<file path="config.mk">
export PLATFORM = sky130hd
export DESIGN_NAME = dcs_top
export DESIGN_NICKNAME = d
export VERILOG_FILES = /design/src/core/dcs_pkg.sv /design/src/core/dcs_map_if.sv /design/src/core/dcs_addr_guard.sv /design/src/core/dcs_src_map.sv /design/src/core/dcs_top.sv
export SDC_FILE = /design/constraint.sdc
export NUM_CORES = 2
export LEC_CHECK = 0
export ABC_AREA = 1
export BUFFER_PORTS_ARGS = -buffer_cell sky130_fd_sc_hd__buf_2
export CAP_MARGIN = 0
export CORE_MARGIN = 8
export CORE_UTILIZATION = 55
export CTS_BUF_LIST = sky130_fd_sc_hd__clkbuf_4
export DETAILED_ROUTE_END_ITERATION = 8
export PLACE_DENSITY = 0.73
export SLEW_MARGIN = 20
export SYNTH_ARGS = -nofsm -noshare
export SYNTH_HDL_FRONTEND = slang
export SYNTH_SLANG_ARGS = --single-unit
</file>
<file path="constraint.sdc">
create_clock -name clk_in -period 5.6 [get_ports clk_in]
set_clock_uncertainty 0.05 [all_clocks]
set_input_delay 0.28 -clock clk_in [delete_from_list [all_inputs] [get_ports clk_in]]
set_output_delay 0.28 -clock clk_in [all_outputs]
set_load 0.005 [all_outputs]
</file>
<file path="src/core/dcs_pkg.sv">
package dcs_pkg;
	localparam int CODE_W = 7;
	localparam int CNT_W = 10;
	localparam int N_SRC = 10;
	// request line index on the request input vector
	localparam int SRC_EXT_IRQ_ZERO = 0;
	localparam int SRC_CAPTURE_ONE = 1;
	localparam int SRC_COMPARE_ONE = 2;
	localparam int SRC_TIMER_TWO = 3;
	localparam int SRC_TIMER_THREE = 4;
	localparam int SRC_SERIAL_ONE = 5;
	localparam int SRC_UART_ONE_RX = 6;
	localparam int SRC_UART_ONE_TX = 7;
	localparam int SRC_CONVERTER = 8;
	localparam int SRC_PARALLEL = 9;
	// request source codes
	localparam logic [6:0] CODE_EXT_IRQ_ZERO = 7'h00;
	localparam logic [6:0] CODE_CAPTURE_ONE = 7'h01;
	localparam logic [6:0] CODE_COMPARE_ONE = 7'h02;
	localparam logic [6:0] CODE_TIMER_TWO = 7'h07;
	localparam logic [6:0] CODE_TIMER_THREE = 7'h08;
	localparam logic [6:0] CODE_SERIAL_ONE = 7'h0A;
	localparam logic [6:0] CODE_UART_ONE_RX = 7'h0B;
	localparam logic [6:0] CODE_UART_ONE_TX = 7'h0C;
	localparam logic [6:0] CODE_CONVERTER = 7'h0D;
	localparam logic [6:0] CODE_PARALLEL = 7'h2D;
	// peripheral data register addresses
	localparam logic [15:0] PA_CAPTURE_ONE_BUFFER = 16'h0140;
	localparam logic [15:0] PA_COMPARE_ONE_SECONDARY = 16'h0180;
	localparam logic [15:0] PA_COMPARE_ONE_PRIMARY = 16'h0182;
	localparam logic [15:0] PA_UART_ONE_TX_DATA = 16'h0224;
	localparam logic [15:0] PA_UART_ONE_RX_DATA = 16'h0226;
	localparam logic [15:0] PA_SERIAL_ONE_BUFFER = 16'h0248;
	localparam logic [15:0] PA_CONVERTER_RESULT_ZERO = 16'h0300;
	localparam logic [15:0] PA_PARALLEL_PORT_DATA = 16'h0608;
	// register map: byte address bits [7:5] channel, [4:2] register
	localparam logic [2:0] REG_CTRL = 3'h0;
	localparam logic [2:0] REG_REQ = 3'h1;
	localparam logic [2:0] REG_PAD = 3'h2;
	localparam logic [2:0] REG_STA = 3'h3;
	localparam logic [2:0] REG_STB = 3'h4;
	localparam logic [2:0] REG_CNT = 3'h5;
	localparam logic [2:0] REG_STAT = 3'h6;
	localparam logic [11:0] ADDR_DONE = 12'h100;
	// control register fields
	localparam int CTRL_W = 4;
	localparam int CTRL_EN = 0;
	localparam int CTRL_DIR = 1;
	localparam int CTRL_BYTE = 2;
	localparam int CTRL_PP = 3;
	localparam int CTRL_FORCE = 4;
	localparam logic [3:0] CTRL_RST = 4'h0;
	localparam logic [6:0] REQ_RST = 7'h00;
	localparam logic [15:0] WORD16_RST = 16'h0000;
	localparam logic [9:0] CNT_RST = 10'h000;
	typedef enum logic [1:0] {ST_IDLE, ST_READ, ST_WRITE} dcs_state_t;
endpackage

</file>
<file path="src/core/dcs_map_if.sv">
interface dcs_map_if #(parameter int NCH = 8);
	logic [dcs_pkg::CODE_W-1:0] req_code [NCH];
	logic [NCH-1:0] hit;
	logic [15:0] off;
	logic [dcs_pkg::CNT_W-1:0] idx;
	logic byte_mode;
	logic [15:0] pad;
	logic [15:0] ram_addr;
	logic ram_ok;
	logic pad_ok;
	modport map_end (input req_code, output hit);
	modport map_use (output req_code, input hit);
	modport grd_end (input off, idx, byte_mode, pad, output ram_addr, ram_ok, pad_ok);
	modport grd_use (output off, idx, byte_mode, pad, input ram_addr, ram_ok, pad_ok);
endinterface

</file>
<file path="src/core/dcs_addr_guard.sv">
module dcs_addr_guard #(
	parameter logic [15:0] RAM_BASE = 16'h2000,
	parameter logic [15:0] RAM_BYTES = 16'h0800
) (
	input wire logic clk_in,
	input wire logic sys_rst_in,
	dcs_map_if.grd_end g
);
	logic [16:0] step;
	logic [16:0] sum;
	logic [16:0] lim;

	// element index steps by one byte or one word; the count stays in elements
	assign step = g.byte_mode ? {7'h00, g.idx} : {6'h00, g.idx, 1'b0};
	assign sum = {1'b0, RAM_BASE} + {1'b0, g.off} + step;
	assign lim = {1'b0, RAM_BASE} + {1'b0, RAM_BYTES};
	assign g.ram_addr = sum[15:0];
	// words only at even addresses; anything past the region is refused
	assign g.ram_ok = (sum < lim) && (g.byte_mode || !sum[0]);
	always_comb begin
		case (g.pad)
			dcs_pkg::PA_CAPTURE_ONE_BUFFER, dcs_pkg::PA_COMPARE_ONE_SECONDARY,
			dcs_pkg::PA_COMPARE_ONE_PRIMARY, dcs_pkg::PA_UART_ONE_TX_DATA,
			dcs_pkg::PA_UART_ONE_RX_DATA, dcs_pkg::PA_SERIAL_ONE_BUFFER,
			dcs_pkg::PA_CONVERTER_RESULT_ZERO, dcs_pkg::PA_PARALLEL_PORT_DATA: g.pad_ok = 1'b1;
			default: g.pad_ok = 1'b0;
		endcase
	end

	chk_ram_in_region: assert property (@(posedge clk_in) disable iff (sys_rst_in)
		g.ram_ok |-> (g.ram_addr >= RAM_BASE) && ({1'b0, g.ram_addr} < lim))
		else $error("ram address accepted outside region");
	chk_ram_offset: assert property (@(posedge clk_in) disable iff (sys_rst_in)
		(g.idx == 10'h000 && !sum[16]) |-> (g.ram_addr == RAM_BASE + g.off))
		else $error("first element not at base plus offset");
endmodule

</file>
<file path="src/core/dcs_src_map.sv">
module dcs_src_map #(parameter int NCH = 8) (
	input wire logic clk_in,
	input wire logic sys_rst_in,
	input wire logic [dcs_pkg::N_SRC-1:0] req_line_in,
	dcs_map_if.map_end m
);
	function automatic logic line_of(input logic [6:0] code, input logic [9:0] lines);
		case (code)
			dcs_pkg::CODE_EXT_IRQ_ZERO: line_of = lines[dcs_pkg::SRC_EXT_IRQ_ZERO];
			dcs_pkg::CODE_CAPTURE_ONE: line_of = lines[dcs_pkg::SRC_CAPTURE_ONE];
			dcs_pkg::CODE_COMPARE_ONE: line_of = lines[dcs_pkg::SRC_COMPARE_ONE];
			dcs_pkg::CODE_TIMER_TWO: line_of = lines[dcs_pkg::SRC_TIMER_TWO];
			dcs_pkg::CODE_TIMER_THREE: line_of = lines[dcs_pkg::SRC_TIMER_THREE];
			dcs_pkg::CODE_SERIAL_ONE: line_of = lines[dcs_pkg::SRC_SERIAL_ONE];
			dcs_pkg::CODE_UART_ONE_RX: line_of = lines[dcs_pkg::SRC_UART_ONE_RX];
			dcs_pkg::CODE_UART_ONE_TX: line_of = lines[dcs_pkg::SRC_UART_ONE_TX];
			dcs_pkg::CODE_CONVERTER: line_of = lines[dcs_pkg::SRC_CONVERTER];
			dcs_pkg::CODE_PARALLEL: line_of = lines[dcs_pkg::SRC_PARALLEL];
			default: line_of = 1'b0;
		endcase
	endfunction

	for (genvar c = 0; c < NCH; c++) begin : g_map
		assign m.hit[c] = line_of(m.req_code[c], req_line_in);
	end

	chk_timer_two_map: assert property (@(posedge clk_in) disable iff (sys_rst_in)
		(m.req_code[0] == dcs_pkg::CODE_TIMER_TWO) |-> (m.hit[0] == req_line_in[3]))
		else $error("timer two code does not follow its line");
	chk_unused_code: assert property (@(posedge clk_in) disable iff (sys_rst_in)
		(m.req_code[0] == 7'h7F) |-> !m.hit[0])
		else $error("unused request code triggered a channel");
endmodule

</file>
<file path="src/core/dcs_top.sv">
// How it works
// - channel holds peripheral address and request select
// - codes pick ext irq, timer two, three
// - capture one and compare one codes, addresses
// - serial one code and buffer address
// - uart one receive and transmit codes, addresses
// - parallel port and converter codes, addresses
// - shared request pends both; priority serves first
// - unknown peripheral address: drop writes, read zero
// - start values A and B are offsets
// - offset outside region: drop writes, read zero
// - block completes after count plus one requests
// - count is elements, byte or word alike
// - count past region: drop writes, read zero
// - only data requests; errors left to peripheral
module dcs_top #(
	parameter int NCH = 8,
	parameter logic [15:0] RAM_BASE = 16'h2000,
	parameter logic [15:0] RAM_BYTES = 16'h0800
) (
	input wire logic clk_in,
	input wire logic sys_rst_in,
	input wire logic hsel_in,
	input wire logic [31:0] haddr_in,
	input wire logic [1:0] htrans_in,
	input wire logic hwrite_in,
	input wire logic [2:0] hsize_in,
	input wire logic [31:0] hwdata_in,
	input wire logic hready_in,
	output logic [31:0] hrdata_out,
	output logic hreadyout_out,
	output logic hresp_out,
	input wire logic [dcs_pkg::N_SRC-1:0] req_line_in,
	output logic [15:0] per_addr_out,
	output logic per_rd_out,
	output logic per_wr_out,
	input wire logic [15:0] per_rdata_in,
	output logic [15:0] ram_addr_out,
	output logic ram_rd_out,
	output logic ram_wr_out,
	input wire logic [15:0] ram_rdata_in,
	output logic [15:0] xfer_wdata_out,
	output logic xfer_byte_out,
	output logic [NCH-1:0] block_done_out
);
	localparam int CH_W = 3;

	if (NCH < 1 || NCH > 8) begin : g_bad_nch
		$error("NCH must be 1 to 8");
	end
	if ({1'b0, RAM_BASE} + {1'b0, RAM_BYTES} > 17'h10000) begin : g_bad_ram
		$error("ram region runs past the 16-bit space");
	end

	dcs_map_if #(.NCH(NCH)) m ();

	// per-channel setup and state
	logic [dcs_pkg::CTRL_W-1:0] ctrl_q [NCH];
	logic [6:0] req_q [NCH];
	logic [15:0] pad_q [NCH];
	logic [15:0] sta_q [NCH];
	logic [15:0] stb_q [NCH];
	logic [9:0] cnt_q [NCH];
	logic [9:0] idx_q [NCH];
	logic [NCH-1:0] bsel_q;
	logic [NCH-1:0] pend_q;
	logic [NCH-1:0] done_q;

	// bus slave state
	logic wr_pend_q, wr_pend_d;
	logic rd_wait_q, rd_wait_d;
	logic a_ok_q, a_ok_d;
	logic [11:0] a_addr_q, a_addr_d;
	logic [31:0] hrdata_q, hrdata_d;
	logic hreadyout_q, hreadyout_d;
	logic hresp_q;
	logic ahb_go;
	logic wr_apply;
	logic wr_glob;
	logic [CH_W-1:0] wr_ch;
	logic [2:0] wr_reg;

	// transfer sequencer state
	dcs_pkg::dcs_state_t state_q, state_d;
	logic [CH_W-1:0] act_q, act_d;
	logic [15:0] per_addr_q, per_addr_d;
	logic per_rd_q, per_rd_d;
	logic per_wr_q, per_wr_d;
	logic [15:0] ram_addr_q, ram_addr_d;
	logic ram_rd_q, ram_rd_d;
	logic ram_wr_q, ram_wr_d;
	logic [15:0] wdata_q, wdata_d;
	logic byte_q, byte_d;
	logic grant_any;
	logic [CH_W-1:0] grant_ch;
	logic [CH_W-1:0] sel_ch;
	logic svc_end;
	logic ram_ok_seen_q;

	dcs_src_map #(.NCH(NCH)) u_map (
		.clk_in(clk_in),
		.sys_rst_in(sys_rst_in),
		.req_line_in(req_line_in),
		.m(m.map_end)
	);

	dcs_addr_guard #(.RAM_BASE(RAM_BASE), .RAM_BYTES(RAM_BYTES)) u_guard (
		.clk_in(clk_in),
		.sys_rst_in(sys_rst_in),
		.g(m.grd_end)
	);

	// ---------------- bus slave ----------------
	assign ahb_go = hsel_in && htrans_in[1] && hready_in;
	assign wr_apply = wr_pend_q && a_ok_q;
	assign wr_glob = a_addr_q[8];
	assign wr_ch = a_addr_q[7:5];
	assign wr_reg = a_addr_q[4:2];

	always_comb begin
		wr_pend_d = 1'b0;
		rd_wait_d = 1'b0;
		a_ok_d = a_ok_q;
		a_addr_d = a_addr_q;
		hrdata_d = hrdata_q;
		hreadyout_d = 1'b1;
		if (ahb_go) begin
			a_addr_d = haddr_in[11:0];
			a_ok_d = (haddr_in[31:12] == 20'h00000) && (haddr_in[11:9] == 3'h0)
				&& (haddr_in[8] ? (haddr_in[7:2] == 6'h00) : (haddr_in[7:5] < NCH));
			wr_pend_d = hwrite_in;
			rd_wait_d = !hwrite_in;
			// reads take one wait so a write just ahead is already visible
			hreadyout_d = hwrite_in;
		end
		if (rd_wait_q) begin
			hrdata_d = 32'h0000_0000;
			if (a_ok_q && wr_glob) begin
				hrdata_d[NCH-1:0] = done_q;
			end else if (a_ok_q) begin
				case (wr_reg)
					dcs_pkg::REG_CTRL: hrdata_d[3:0] = ctrl_q[wr_ch];
					dcs_pkg::REG_REQ: hrdata_d[6:0] = req_q[wr_ch];
					dcs_pkg::REG_PAD: hrdata_d[15:0] = pad_q[wr_ch];
					dcs_pkg::REG_STA: hrdata_d[15:0] = sta_q[wr_ch];
					dcs_pkg::REG_STB: hrdata_d[15:0] = stb_q[wr_ch];
					dcs_pkg::REG_CNT: hrdata_d[9:0] = cnt_q[wr_ch];
					dcs_pkg::REG_STAT: hrdata_d[12:0] = {done_q[wr_ch], pend_q[wr_ch],
						bsel_q[wr_ch], idx_q[wr_ch]};
					default: hrdata_d = 32'h0000_0000;
				endcase
			end
		end
	end

	always_ff @(posedge clk_in) begin
		if (sys_rst_in) begin
			wr_pend_q <= 1'b0;
			rd_wait_q <= 1'b0;
			a_ok_q <= 1'b0;
			a_addr_q <= 12'h000;
			hrdata_q <= 32'h0000_0000;
			hreadyout_q <= 1'b1;
			hresp_q <= 1'b0;
		end else begin
			wr_pend_q <= wr_pend_d;
			rd_wait_q <= rd_wait_d;
			a_ok_q <= a_ok_d;
			a_addr_q <= a_addr_d;
			hrdata_q <= hrdata_d;
			hreadyout_q <= hreadyout_d;
			hresp_q <= 1'b0;
		end
	end

	// ---------------- per-channel setup ----------------
	for (genvar c = 0; c < NCH; c++) begin : g_ch
		localparam logic [CH_W-1:0] C_IDX = CH_W'(c);
		logic [dcs_pkg::CTRL_W-1:0] ctrl_d;
		logic [6:0] req_d;
		logic [15:0] pad_d, sta_d, stb_d;
		logic [9:0] cnt_d, idx_d;
		logic bsel_d, pend_d, done_d;
		logic me_wr, me_svc;

		assign me_wr = wr_apply && !wr_glob && (wr_ch == C_IDX);
		assign me_svc = svc_end && (act_q == C_IDX);
		assign m.req_code[c] = req_q[c];

		always_comb begin
			ctrl_d = ctrl_q[c];
			req_d = req_q[c];
			pad_d = pad_q[c];
			sta_d = sta_q[c];
			stb_d = stb_q[c];
			cnt_d = cnt_q[c];
			idx_d = idx_q[c];
			bsel_d = bsel_q[c];
			pend_d = pend_q[c];
			done_d = done_q[c];
			if (me_wr) begin
				case (wr_reg)
					dcs_pkg::REG_CTRL: begin
						ctrl_d = hwdata_in[3:0];
						// fresh setup starts at the first element of buffer A
						idx_d = dcs_pkg::CNT_RST;
						bsel_d = 1'b0;
					end
					dcs_pkg::REG_REQ: req_d = hwdata_in[6:0];
					dcs_pkg::REG_PAD: pad_d = hwdata_in[15:0];
					dcs_pkg::REG_STA: sta_d = hwdata_in[15:0];
					dcs_pkg::REG_STB: stb_d = hwdata_in[15:0];
					dcs_pkg::REG_CNT: cnt_d = hwdata_in[9:0];
					default: ;
				endcase
			end
			if (wr_apply && wr_glob && hwdata_in[c]) begin
				done_d = 1'b0;
			end
			if (me_svc) begin
				if (idx_q[c] == cnt_q[c]) begin
					idx_d = dcs_pkg::CNT_RST;
					done_d = 1'b1;
					if (ctrl_q[c][dcs_pkg::CTRL_PP]) begin
						bsel_d = !bsel_q[c];
					end else begin
						ctrl_d[dcs_pkg::CTRL_EN] = 1'b0;
					end
				end else begin
					idx_d = idx_q[c] + 10'h001;
				end
			end
			if (grant_any && state_q == dcs_pkg::ST_IDLE && grant_ch == C_IDX) begin
				pend_d = 1'b0;
			end
			// a new request in the grant cycle is kept, not lost
			if ((ctrl_q[c][dcs_pkg::CTRL_EN] && m.hit[c])
				|| (me_wr && wr_reg == dcs_pkg::REG_CTRL && hwdata_in[dcs_pkg::CTRL_FORCE])) begin
				pend_d = 1'b1;
			end
		end

		always_ff @(posedge clk_in) begin
			if (sys_rst_in) begin
				ctrl_q[c] <= dcs_pkg::CTRL_RST;
				req_q[c] <= dcs_pkg::REQ_RST;
				pad_q[c] <= dcs_pkg::WORD16_RST;
				sta_q[c] <= dcs_pkg::WORD16_RST;
				stb_q[c] <= dcs_pkg::WORD16_RST;
				cnt_q[c] <= dcs_pkg::CNT_RST;
				idx_q[c] <= dcs_pkg::CNT_RST;
				bsel_q[c] <= 1'b0;
				pend_q[c] <= 1'b0;
				done_q[c] <= 1'b0;
			end else begin
				ctrl_q[c] <= ctrl_d;
				req_q[c] <= req_d;
				pad_q[c] <= pad_d;
				sta_q[c] <= sta_d;
				stb_q[c] <= stb_d;
				cnt_q[c] <= cnt_d;
				idx_q[c] <= idx_d;
				bsel_q[c] <= bsel_d;
				pend_q[c] <= pend_d;
				done_q[c] <= done_d;
			end
		end
	end

	// ---------------- arbitration and transfer ----------------
	always_comb begin
		grant_any = 1'b0;
		grant_ch = '0;
		for (int i = NCH - 1; i >= 0; i--) begin
			if (pend_q[i] && ctrl_q[i][dcs_pkg::CTRL_EN]) begin
				grant_any = 1'b1;
				grant_ch = CH_W'(i);
			end
		end
	end

	assign sel_ch = (state_q == dcs_pkg::ST_IDLE) ? grant_ch : act_q;
	assign m.off = bsel_q[sel_ch] ? stb_q[sel_ch] : sta_q[sel_ch];
	assign m.idx = idx_q[sel_ch];
	assign m.byte_mode = ctrl_q[sel_ch][dcs_pkg::CTRL_BYTE];
	assign m.pad = pad_q[sel_ch];
	assign svc_end = (state_q == dcs_pkg::ST_WRITE);

	always_comb begin
		state_d = state_q;
		act_d = act_q;
		per_addr_d = per_addr_q;
		per_rd_d = 1'b0;
		per_wr_d = 1'b0;
		ram_addr_d = ram_addr_q;
		ram_rd_d = 1'b0;
		ram_wr_d = 1'b0;
		wdata_d = wdata_q;
		byte_d = byte_q;
		case (state_q)
			dcs_pkg::ST_IDLE: begin
				if (grant_any) begin
					state_d = dcs_pkg::ST_READ;
					act_d = grant_ch;
					byte_d = m.byte_mode;
					per_addr_d = m.pad;
					ram_addr_d = m.ram_addr;
					if (ctrl_q[grant_ch][dcs_pkg::CTRL_DIR]) begin
						ram_rd_d = m.ram_ok;
					end else begin
						per_rd_d = m.pad_ok;
					end
				end
			end
			dcs_pkg::ST_READ: begin
				state_d = dcs_pkg::ST_WRITE;
				// refused reads give zero
				if (ctrl_q[act_q][dcs_pkg::CTRL_DIR]) begin
					wdata_d = ram_rd_q ? ram_rdata_in : 16'h0000;
					per_wr_d = m.pad_ok;
				end else begin
					wdata_d = per_rd_q ? per_rdata_in : 16'h0000;
					ram_wr_d = m.ram_ok;
				end
			end
			dcs_pkg::ST_WRITE: state_d = dcs_pkg::ST_IDLE;
			default: state_d = dcs_pkg::ST_IDLE;
		endcase
	end

	always_ff @(posedge clk_in) begin
		if (sys_rst_in) begin
			state_q <= dcs_pkg::ST_IDLE;
			act_q <= '0;
			per_addr_q <= 16'h0000;
			per_rd_q <= 1'b0;
			per_wr_q <= 1'b0;
			ram_addr_q <= 16'h0000;
			ram_rd_q <= 1'b0;
			ram_wr_q <= 1'b0;
			wdata_q <= 16'h0000;
			byte_q <= 1'b0;
			ram_ok_seen_q <= 1'b0;
		end else begin
			state_q <= state_d;
			act_q <= act_d;
			per_addr_q <= per_addr_d;
			per_rd_q <= per_rd_d;
			per_wr_q <= per_wr_d;
			ram_addr_q <= ram_addr_d;
			ram_rd_q <= ram_rd_d;
			ram_wr_q <= ram_wr_d;
			wdata_q <= wdata_d;
			byte_q <= byte_d;
			ram_ok_seen_q <= m.ram_ok;
		end
	end

	assign hrdata_out = hrdata_q;
	assign hreadyout_out = hreadyout_q;
	assign hresp_out = hresp_q;
	assign per_addr_out = per_addr_q;
	assign per_rd_out = per_rd_q;
	assign per_wr_out = per_wr_q;
	assign ram_addr_out = ram_addr_q;
	assign ram_rd_out = ram_rd_q;
	assign ram_wr_out = ram_wr_q;
	assign xfer_wdata_out = wdata_q;
	assign xfer_byte_out = byte_q;
	assign block_done_out = done_q;

	// ---------------- checks ----------------
	chk_pend_on_hit: assert property (@(posedge clk_in) disable iff (sys_rst_in)
		(ctrl_q[0][dcs_pkg::CTRL_EN] && m.hit[0]) |=> pend_q[0])
		else $error("enabled channel lost its request");
	chk_shared_source: assert property (@(posedge clk_in) disable iff (sys_rst_in)
		(state_q == dcs_pkg::ST_IDLE && pend_q[0] && ctrl_q[0][dcs_pkg::CTRL_EN]
		&& pend_q[NCH-1] && ctrl_q[NCH-1][dcs_pkg::CTRL_EN] && !m.hit[NCH-1])
		|=> (act_q == '0) ##1 pend_q[NCH-1])
		else $error("priority order or pending state wrong");
	chk_bad_pad_zero: assert property (@(posedge clk_in) disable iff (sys_rst_in)
		(state_q == dcs_pkg::ST_READ && !ctrl_q[act_q][dcs_pkg::CTRL_DIR] && !per_rd_q)
		|=> (wdata_q == 16'h0000))
		else $error("refused peripheral read did not give zero");
	chk_ram_drop: assert property (@(posedge clk_in) disable iff (sys_rst_in)
		ram_wr_q |-> ram_ok_seen_q)
		else $error("ram write outside region");
	chk_one_element: assert property (@(posedge clk_in) disable iff (sys_rst_in)
		(state_q == dcs_pkg::ST_READ && cnt_q[act_q] == 10'h000 && !(wr_apply && wr_glob))
		##1 (state_q == dcs_pkg::ST_WRITE) |=> done_q[$past(act_q, 2)])
		else $error("zero count did not end after one element");
	chk_elem_step: assert property (@(posedge clk_in) disable iff (sys_rst_in)
		(svc_end && act_q == '0 && idx_q[0] != cnt_q[0] && !(wr_apply && wr_ch == '0))
		|=> (idx_q[0] == $past(idx_q[0]) + 10'h001))
		else $error("element index did not step by one");
	chk_read_wait: assert property (@(posedge clk_in) disable iff (sys_rst_in)
		(ahb_go && !hwrite_in) |=> !hreadyout_q ##1 hreadyout_q)
		else $error("read answer timing wrong");
	cov_shared: cover property (@(posedge clk_in) disable iff (sys_rst_in)
		(m.hit[0] && m.hit[1] && ctrl_q[0][0] && ctrl_q[1][0]));
	cov_done: cover property (@(posedge clk_in) disable iff (sys_rst_in) $rose(done_q[0]));
	cov_drop: cover property (@(posedge clk_in) disable iff (sys_rst_in)
		(state_q == dcs_pkg::ST_READ && !m.ram_ok));
endmodule

</file>
==> flow_summary.html <==
<table>
<tr><th>Metric</th><th>Value</th></tr>
<tr><th colspan="2">Placed design</th></tr>
<tr><td>DP Wirelength</td><td>103000 um</td></tr>
<tr><td>Number of input and output port buffers inserted</td><td>171</td></tr>
<tr><td>Placer Congestion</td><td>1.01</td></tr>
<tr><td>Worst slack at placement</td><td>209 ps</td></tr>
<tr><th colspan="2">Synthesis</th></tr>
<tr><td>Combined area of all synthesized cells</td><td>0.0413 mm2</td></tr>
<tr><td>Seq cells post-synth</td><td>747</td></tr>
<tr><td>Post-Syn Instances</td><td>5501</td></tr>
<tr><td>Synth top area share</td><td>27.9%</td></tr>
<tr><td>Syn. warnings</td><td>0</td></tr>
<tr><td>Most frequently used flop master after synthesis</td><td>sky130_fd_sc_hd__edfxtp_1</td></tr>
<tr><td>Sequential fraction of the synthesis area</td><td>45.5%</td></tr>
<tr><td>Ranking of synthesized cells by area</td><td>sky130_fd_sc_hd__edfxtp_1 (28%), sky130_fd_sc_hd__dfxtp_1 (18%), sky130_fd_sc_hd__o21ai_0 (9.6%)</td></tr>
<tr><td>Count of unique library cells instantiated by Yosys</td><td>60</td></tr>
<tr><td>Library cell with the largest summed area after synthesis</td><td>sky130_fd_sc_hd__edfxtp_1</td></tr>
<tr><td>Avg Cell Area, Syn</td><td>7.51 um2</td></tr>
<tr><td>Post-synth EDFFs</td><td>384</td></tr>
<tr><td>Fraction of registers with async set/reset</td><td>0%</td></tr>
<tr><th colspan="2">Critical path</th></tr>
<tr><td>Most used cell along the critical path</td><td>sky130_fd_sc_hd__nand2_1</td></tr>
<tr><td>Family of cells with the greatest summed delay on the critical path</td><td>simple AND/OR/NAND/NOR gates</td></tr>
<tr><td>Worst reg2reg path depth</td><td>30</td></tr>
<tr><td>Endpoint type of the worst setup path</td><td>flop</td></tr>
<tr><td>Destination of the critical timing path</td><td>ram_wr_out$_SDFF_PP0_</td></tr>
<tr><td>Req. time, crit path</td><td>6540 ps</td></tr>
<tr><td>Count of buffering cells on the critical path with inverters included</td><td>3</td></tr>
<tr><td>Endpoint of the lowest-slack register-to-register path</td><td>ram_wr_out$_SDFF_PP0_</td></tr>
<tr><td>Data arrival time of the critical path</td><td>6130 ps</td></tr>
<tr><td>Setup crit start</td><td>state_q[0]$_SDFFE_PP0P_</td></tr>
<tr><td>Category of the critical setup timing path</td><td>flop to flop</td></tr>
<tr><td>Reg-to-reg setup timing slack</td><td>410 ps</td></tr>
<tr><td>CP peak stage delay</td><td>400 ps</td></tr>
<tr><td>Reg2Reg Launch Point</td><td>state_q[0]$_SDFFE_PP0P_</td></tr>
<tr><td>CP startpoint kind</td><td>flop</td></tr>
<tr><td>Worst path slowest cell</td><td>sky130_fd_sc_hd__o21ai_0</td></tr>
<tr><td>WP depth</td><td>30</td></tr>
<tr><td>Top fanout value on the critical path</td><td>76</td></tr>
<tr><th colspan="2">Run status</th></tr>
<tr><td>Outcome</td><td>finished, final reports clean</td></tr>
<tr><th colspan="2">Floorplanning</th></tr>
<tr><td>Initial Utilization</td><td>55.5%</td></tr>
<tr><td>Core region area</td><td>0.0744 mm2</td></tr>
<tr><td>Y dimension of the die</td><td>290 um</td></tr>
<tr><td>Die extent in x</td><td>290 um</td></tr>
<tr><td>Total die area</td><td>0.0841 mm2</td></tr>
<tr><td>Count of boundary I/O pins</td><td>211</td></tr>
<tr><td>Number of placement rows</td><td>100</td></tr>
<tr><th colspan="2">Detailed routing</th></tr>
<tr><td>First-pass iteration count of the detailed router</td><td>9</td></tr>
<tr><td>Via count of the routed design</td><td>42.7k</td></tr>
<tr><td>Drt drc</td><td>0</td></tr>
<tr><td>Count of routing violations after the opening detailed-route iteration</td><td>6386</td></tr>
<tr><td>Wire length after detailed routing</td><td>160000 um</td></tr>
<tr><td>Remaining number of nets flagged by the antenna check after routing</td><td>0</td></tr>
<tr><td>Avg Vias per Cell</td><td>6.24</td></tr>
<tr><td>Routed length per placed instance</td><td>23.3 um</td></tr>
<tr><th colspan="2">STA</th></tr>
<tr><td>Setup_tns</td><td>0 ps</td></tr>
<tr><td>Transition at the pin with the smallest max-transition slack</td><td>1110 ps</td></tr>
<tr><td>Number of failing hold endpoints at the final stage</td><td>0</td></tr>
<tr><td>Fmax</td><td>193 MHz</td></tr>
<tr><td>Minimum period implied by the final worst setup slack</td><td>5190 ps</td></tr>
<tr><td>Final WS setup</td><td>410 ps</td></tr>
<tr><td>Final Max Slew Viols</td><td>0</td></tr>
<tr><td>Period utilization</td><td>92.7%</td></tr>
<tr><td>Final setup violation count</td><td>0</td></tr>
<tr><td>Unrepaired setup endpoints after global routing</td><td>no</td></tr>
<tr><td>Max-Slew Margin vs Limit</td><td>25.8%</td></tr>
<tr><th colspan="2">Global route</th></tr>
<tr><td>GR Util All Layers</td><td>36.1%</td></tr>
<tr><td>Global-route wire length before repair</td><td>236000 um</td></tr>
<tr><td>Number of antenna violations at the first check in global routing</td><td>4</td></tr>
<tr><td>Pin count of the biggest net entering global routing</td><td>144</td></tr>
<tr><td>Via count of the first global-routing pass</td><td>38.9k</td></tr>
<tr><td>Congestion Overflow GR</td><td>0</td></tr>
<tr><th colspan="2">CTS</th></tr>
<tr><td>Source-to-sink clock delay at the later pin of the worst-skew pair</td><td>1130 ps</td></tr>
<tr><td>Clock Sinks</td><td>747</td></tr>
<tr><td>Depth of the CTS H-tree</td><td>4</td></tr>
<tr><td>Max clock buf depth</td><td>3</td></tr>
<tr><td>Inserted Clock Buffers</td><td>199</td></tr>
<tr><td>Reg clk slew, reported paths</td><td>70 ps</td></tr>
<tr><td>Root Driver</td><td>sky130_fd_sc_hd__clkbuf_4</td></tr>
<tr><td>CTS tree</td><td>done</td></tr>
<tr><td>Post-CTS setup-driven buffer insertion count</td><td>0</td></tr>
<tr><th colspan="2">Final layout</th></tr>
<tr><td>Post-layout nets</td><td>5841</td></tr>
<tr><td>Proportion of layout cells with a drive suffix above 1</td><td>11.3%</td></tr>
<tr><td>Final core utilization</td><td>62.5%</td></tr>
<tr><td>Synth-to-layout area growth</td><td>12.6%</td></tr>
<tr><th colspan="2">Min path</th></tr>
<tr><td>Worst hold path class</td><td>primary input to flop</td></tr>
<tr><th colspan="2">Power and ir drop</th></tr>
<tr><td>Cell Pwr Density</td><td>254 mW/mm2</td></tr>
<tr><td>Static Leak</td><td>18.1 nW</td></tr>
<tr><td>Largest vdd supply drop</td><td>0.178 mV</td></tr>
<tr><th colspan="2">Job</th></tr>
<tr><td>Maximum capacitance violations</td><td>0</td></tr>
</table>
[worst min path at each step]
stage | from | to | cells past startpoint
floorplan | hwrite_in | rd_wait_q$_SDFF_PP0_ | 1
global placement | hrdata_out[8]$_SDFFE_PP0P_ | hrdata_out[8]$_SDFFE_PP0P_ | 2
detailed placement | hrdata_out[12]$_SDFFE_PP0P_ | hrdata_out[12]$_SDFFE_PP0P_ | 2
CTS | per_rdata_in[3] | xfer_wdata_out[3]$_SDFFE_PP0P_ | 5
global route | hwdata_in[3] | cnt_q[6][3]$_SDFFE_PP0P_ | 4
finish | haddr_in[6] | a_addr_q[6]$_SDFFE_PP0P_ | 4
[logic make-up (layout without fill, tap and decap cells)]
kind of cell	Yosys count	after routing	share of synthesized area, %
other cells	1	26	0.00908
fa+ha+maj	20	20	0.624
flops	747	747	45.5
xor+xnor	53	53	1.12
mux	7	7	0.170
buf+inv	956	1301	9.20
simple gates	1930	1930	19.7
compound gates	1787	1787	23.7
[stage by stage]
| step | std cells | hold slack (ps) | total power, mW | instance area [um2] |
|---|---|---|---|---|
| after CTS | 6831 | 4.87 | 11.8 | 46400 |
| after global routing | 6837 | 94.9 | 12.2 | 46500 |
| after detailed placement | 6356 | 406 | 6.80 | 42700 |
| final | 6840 | 88.1 | 11.8 | 46500 |
| after global placement | 6356 | 402 | 6.79 | 42600 |
| after floorplan | 5517 | 318 | 6.48 | 41400 |
[area by class of cell]
| class | instances | area (um2) |
|---|---|---|
| clock buffers | 312 | 2340 |
| diodes | 9 | 22.5 |
| multi-input cells | 3814 | 18900 |
| repair buffers | 386 | 2870 |
| inverters | 557 | 2110 |
| well taps | 969 | 1210 |
| clock inverters | 46 | 265 |
| fillers | 6586 | 27900 |
| flip-flops and latches | 747 | 18800 |
[cell usage in the layout (no fill, tap or decap), types with 117 or more instances in the layout]
cell type	n
sky130_fd_sc_hd__dfxtp_1	360
sky130_fd_sc_hd__nand2_1	673
sky130_fd_sc_hd__dlygate4sd3_1	117
sky130_fd_sc_hd__inv_1	536
sky130_fd_sc_hd__edfxtp_1	384
sky130_fd_sc_hd__clkbuf_4	312
sky130_fd_sc_hd__buf_2	170
sky130_fd_sc_hd__nor2_1	703
sky130_fd_sc_hd__nand3_1	346
sky130_fd_sc_hd__o21ai_0	764
sky130_fd_sc_hd__a21oi_1	673
[metal layers]
metal | global-route usage [%] | routed length (um) | up-vias
met3 | 9.01 | 21100 | 625
met2 | 54.8 | 68900 | 3129
met4 | 20.4 | 9820 | 2
li1 | - | - | 19400
met5 | 0 | 16 | -
met1 | 46.9 | 59700 | 19500
[cell usage after synthesis, types with 3 or more instances]
library cell	count
sky130_fd_sc_hd__a211oi_1	10
sky130_fd_sc_hd__o211ai_1	95
sky130_fd_sc_hd__a221oi_1	27
sky130_fd_sc_hd__a21o_1	16
sky130_fd_sc_hd__nand3b_1	12
sky130_fd_sc_hd__o22ai_1	18
sky130_fd_sc_hd__o21ai_1	15
sky130_fd_sc_hd__nor3b_1	3
sky130_fd_sc_hd__o2111ai_1	5
sky130_fd_sc_hd__nor2_2	6
sky130_fd_sc_hd__xor2_1	38
sky130_fd_sc_hd__a2111oi_0	3
sky130_fd_sc_hd__a22oi_1	10
sky130_fd_sc_hd__inv_2	4
sky130_fd_sc_hd__buf_6	5
sky130_fd_sc_hd__or2_2	11
sky130_fd_sc_hd__o221ai_1	19
sky130_fd_sc_hd__and3_1	4
sky130_fd_sc_hd__clkbuf_1	286
sky130_fd_sc_hd__edfxtp_1	384
sky130_fd_sc_hd__nand2_1	673
sky130_fd_sc_hd__o32ai_1	3
sky130_fd_sc_hd__a21oi_1	674
sky130_fd_sc_hd__buf_2	39
sky130_fd_sc_hd__a31oi_1	44
sky130_fd_sc_hd__a32o_1	18
sky130_fd_sc_hd__clkinv_1	16
sky130_fd_sc_hd__inv_1	537
sky130_fd_sc_hd__nor3_1	72
sky130_fd_sc_hd__o31ai_1	6
sky130_fd_sc_hd__buf_4	34
sky130_fd_sc_hd__mux2i_1	7
sky130_fd_sc_hd__xnor2_1	15
sky130_fd_sc_hd__nand3_1	347
sky130_fd_sc_hd__nor4_1	32
sky130_fd_sc_hd__ha_1	19
sky130_fd_sc_hd__o21a_1	12
sky130_fd_sc_hd__buf_1	35
sky130_fd_sc_hd__nor2_1	708
sky130_fd_sc_hd__a311oi_1	8
sky130_fd_sc_hd__dfxtp_1	363
sky130_fd_sc_hd__nand4_1	49
sky130_fd_sc_hd__o21ai_0	789
sky130_fd_sc_hd__nand2_2	7
[power by group]
part           total, mW  switching [mW]  internal (mW)  leakage [nW]
Clock               5.06            2.48           2.58          1.56
Sequential          5.90          0.0643           5.83          6.89
Combinational      0.881           0.640          0.240          9.61
Total               11.8            3.18           8.65          18.1
[registers in the layout (all words and copies together), names as in the netlist, 2 cells and up, named ones only]
name            flops
stb_q             128
cnt_q              80
per_addr_out       16
act_q               3
pad_q             128
ctrl_q             32
ram_addr_out       16
a_addr_q            7
hrdata_out         16
sta_q             128
state_q             2
pend_q              8
xfer_wdata_out     16
block_done_out      8
req_q              56
idx_q              80
bsel_q              8
[worst reg2reg max path, delay by kind of cell (launching register included)]
kind,cells,cell delay (ps)
compound gates,8,1600
flops,1,340
simple gates,18,2300
fa+ha+maj,1,240
buf+inv,3,580
[repair_timing]
action / in CTS / in global routing
hold buffers: 117 / 0
hold endpoints to repair: 337 / 0
resized for setup: 0 / 12
setup endpoints to repair: 0 / 4
(Power assumes the default switching activity.)
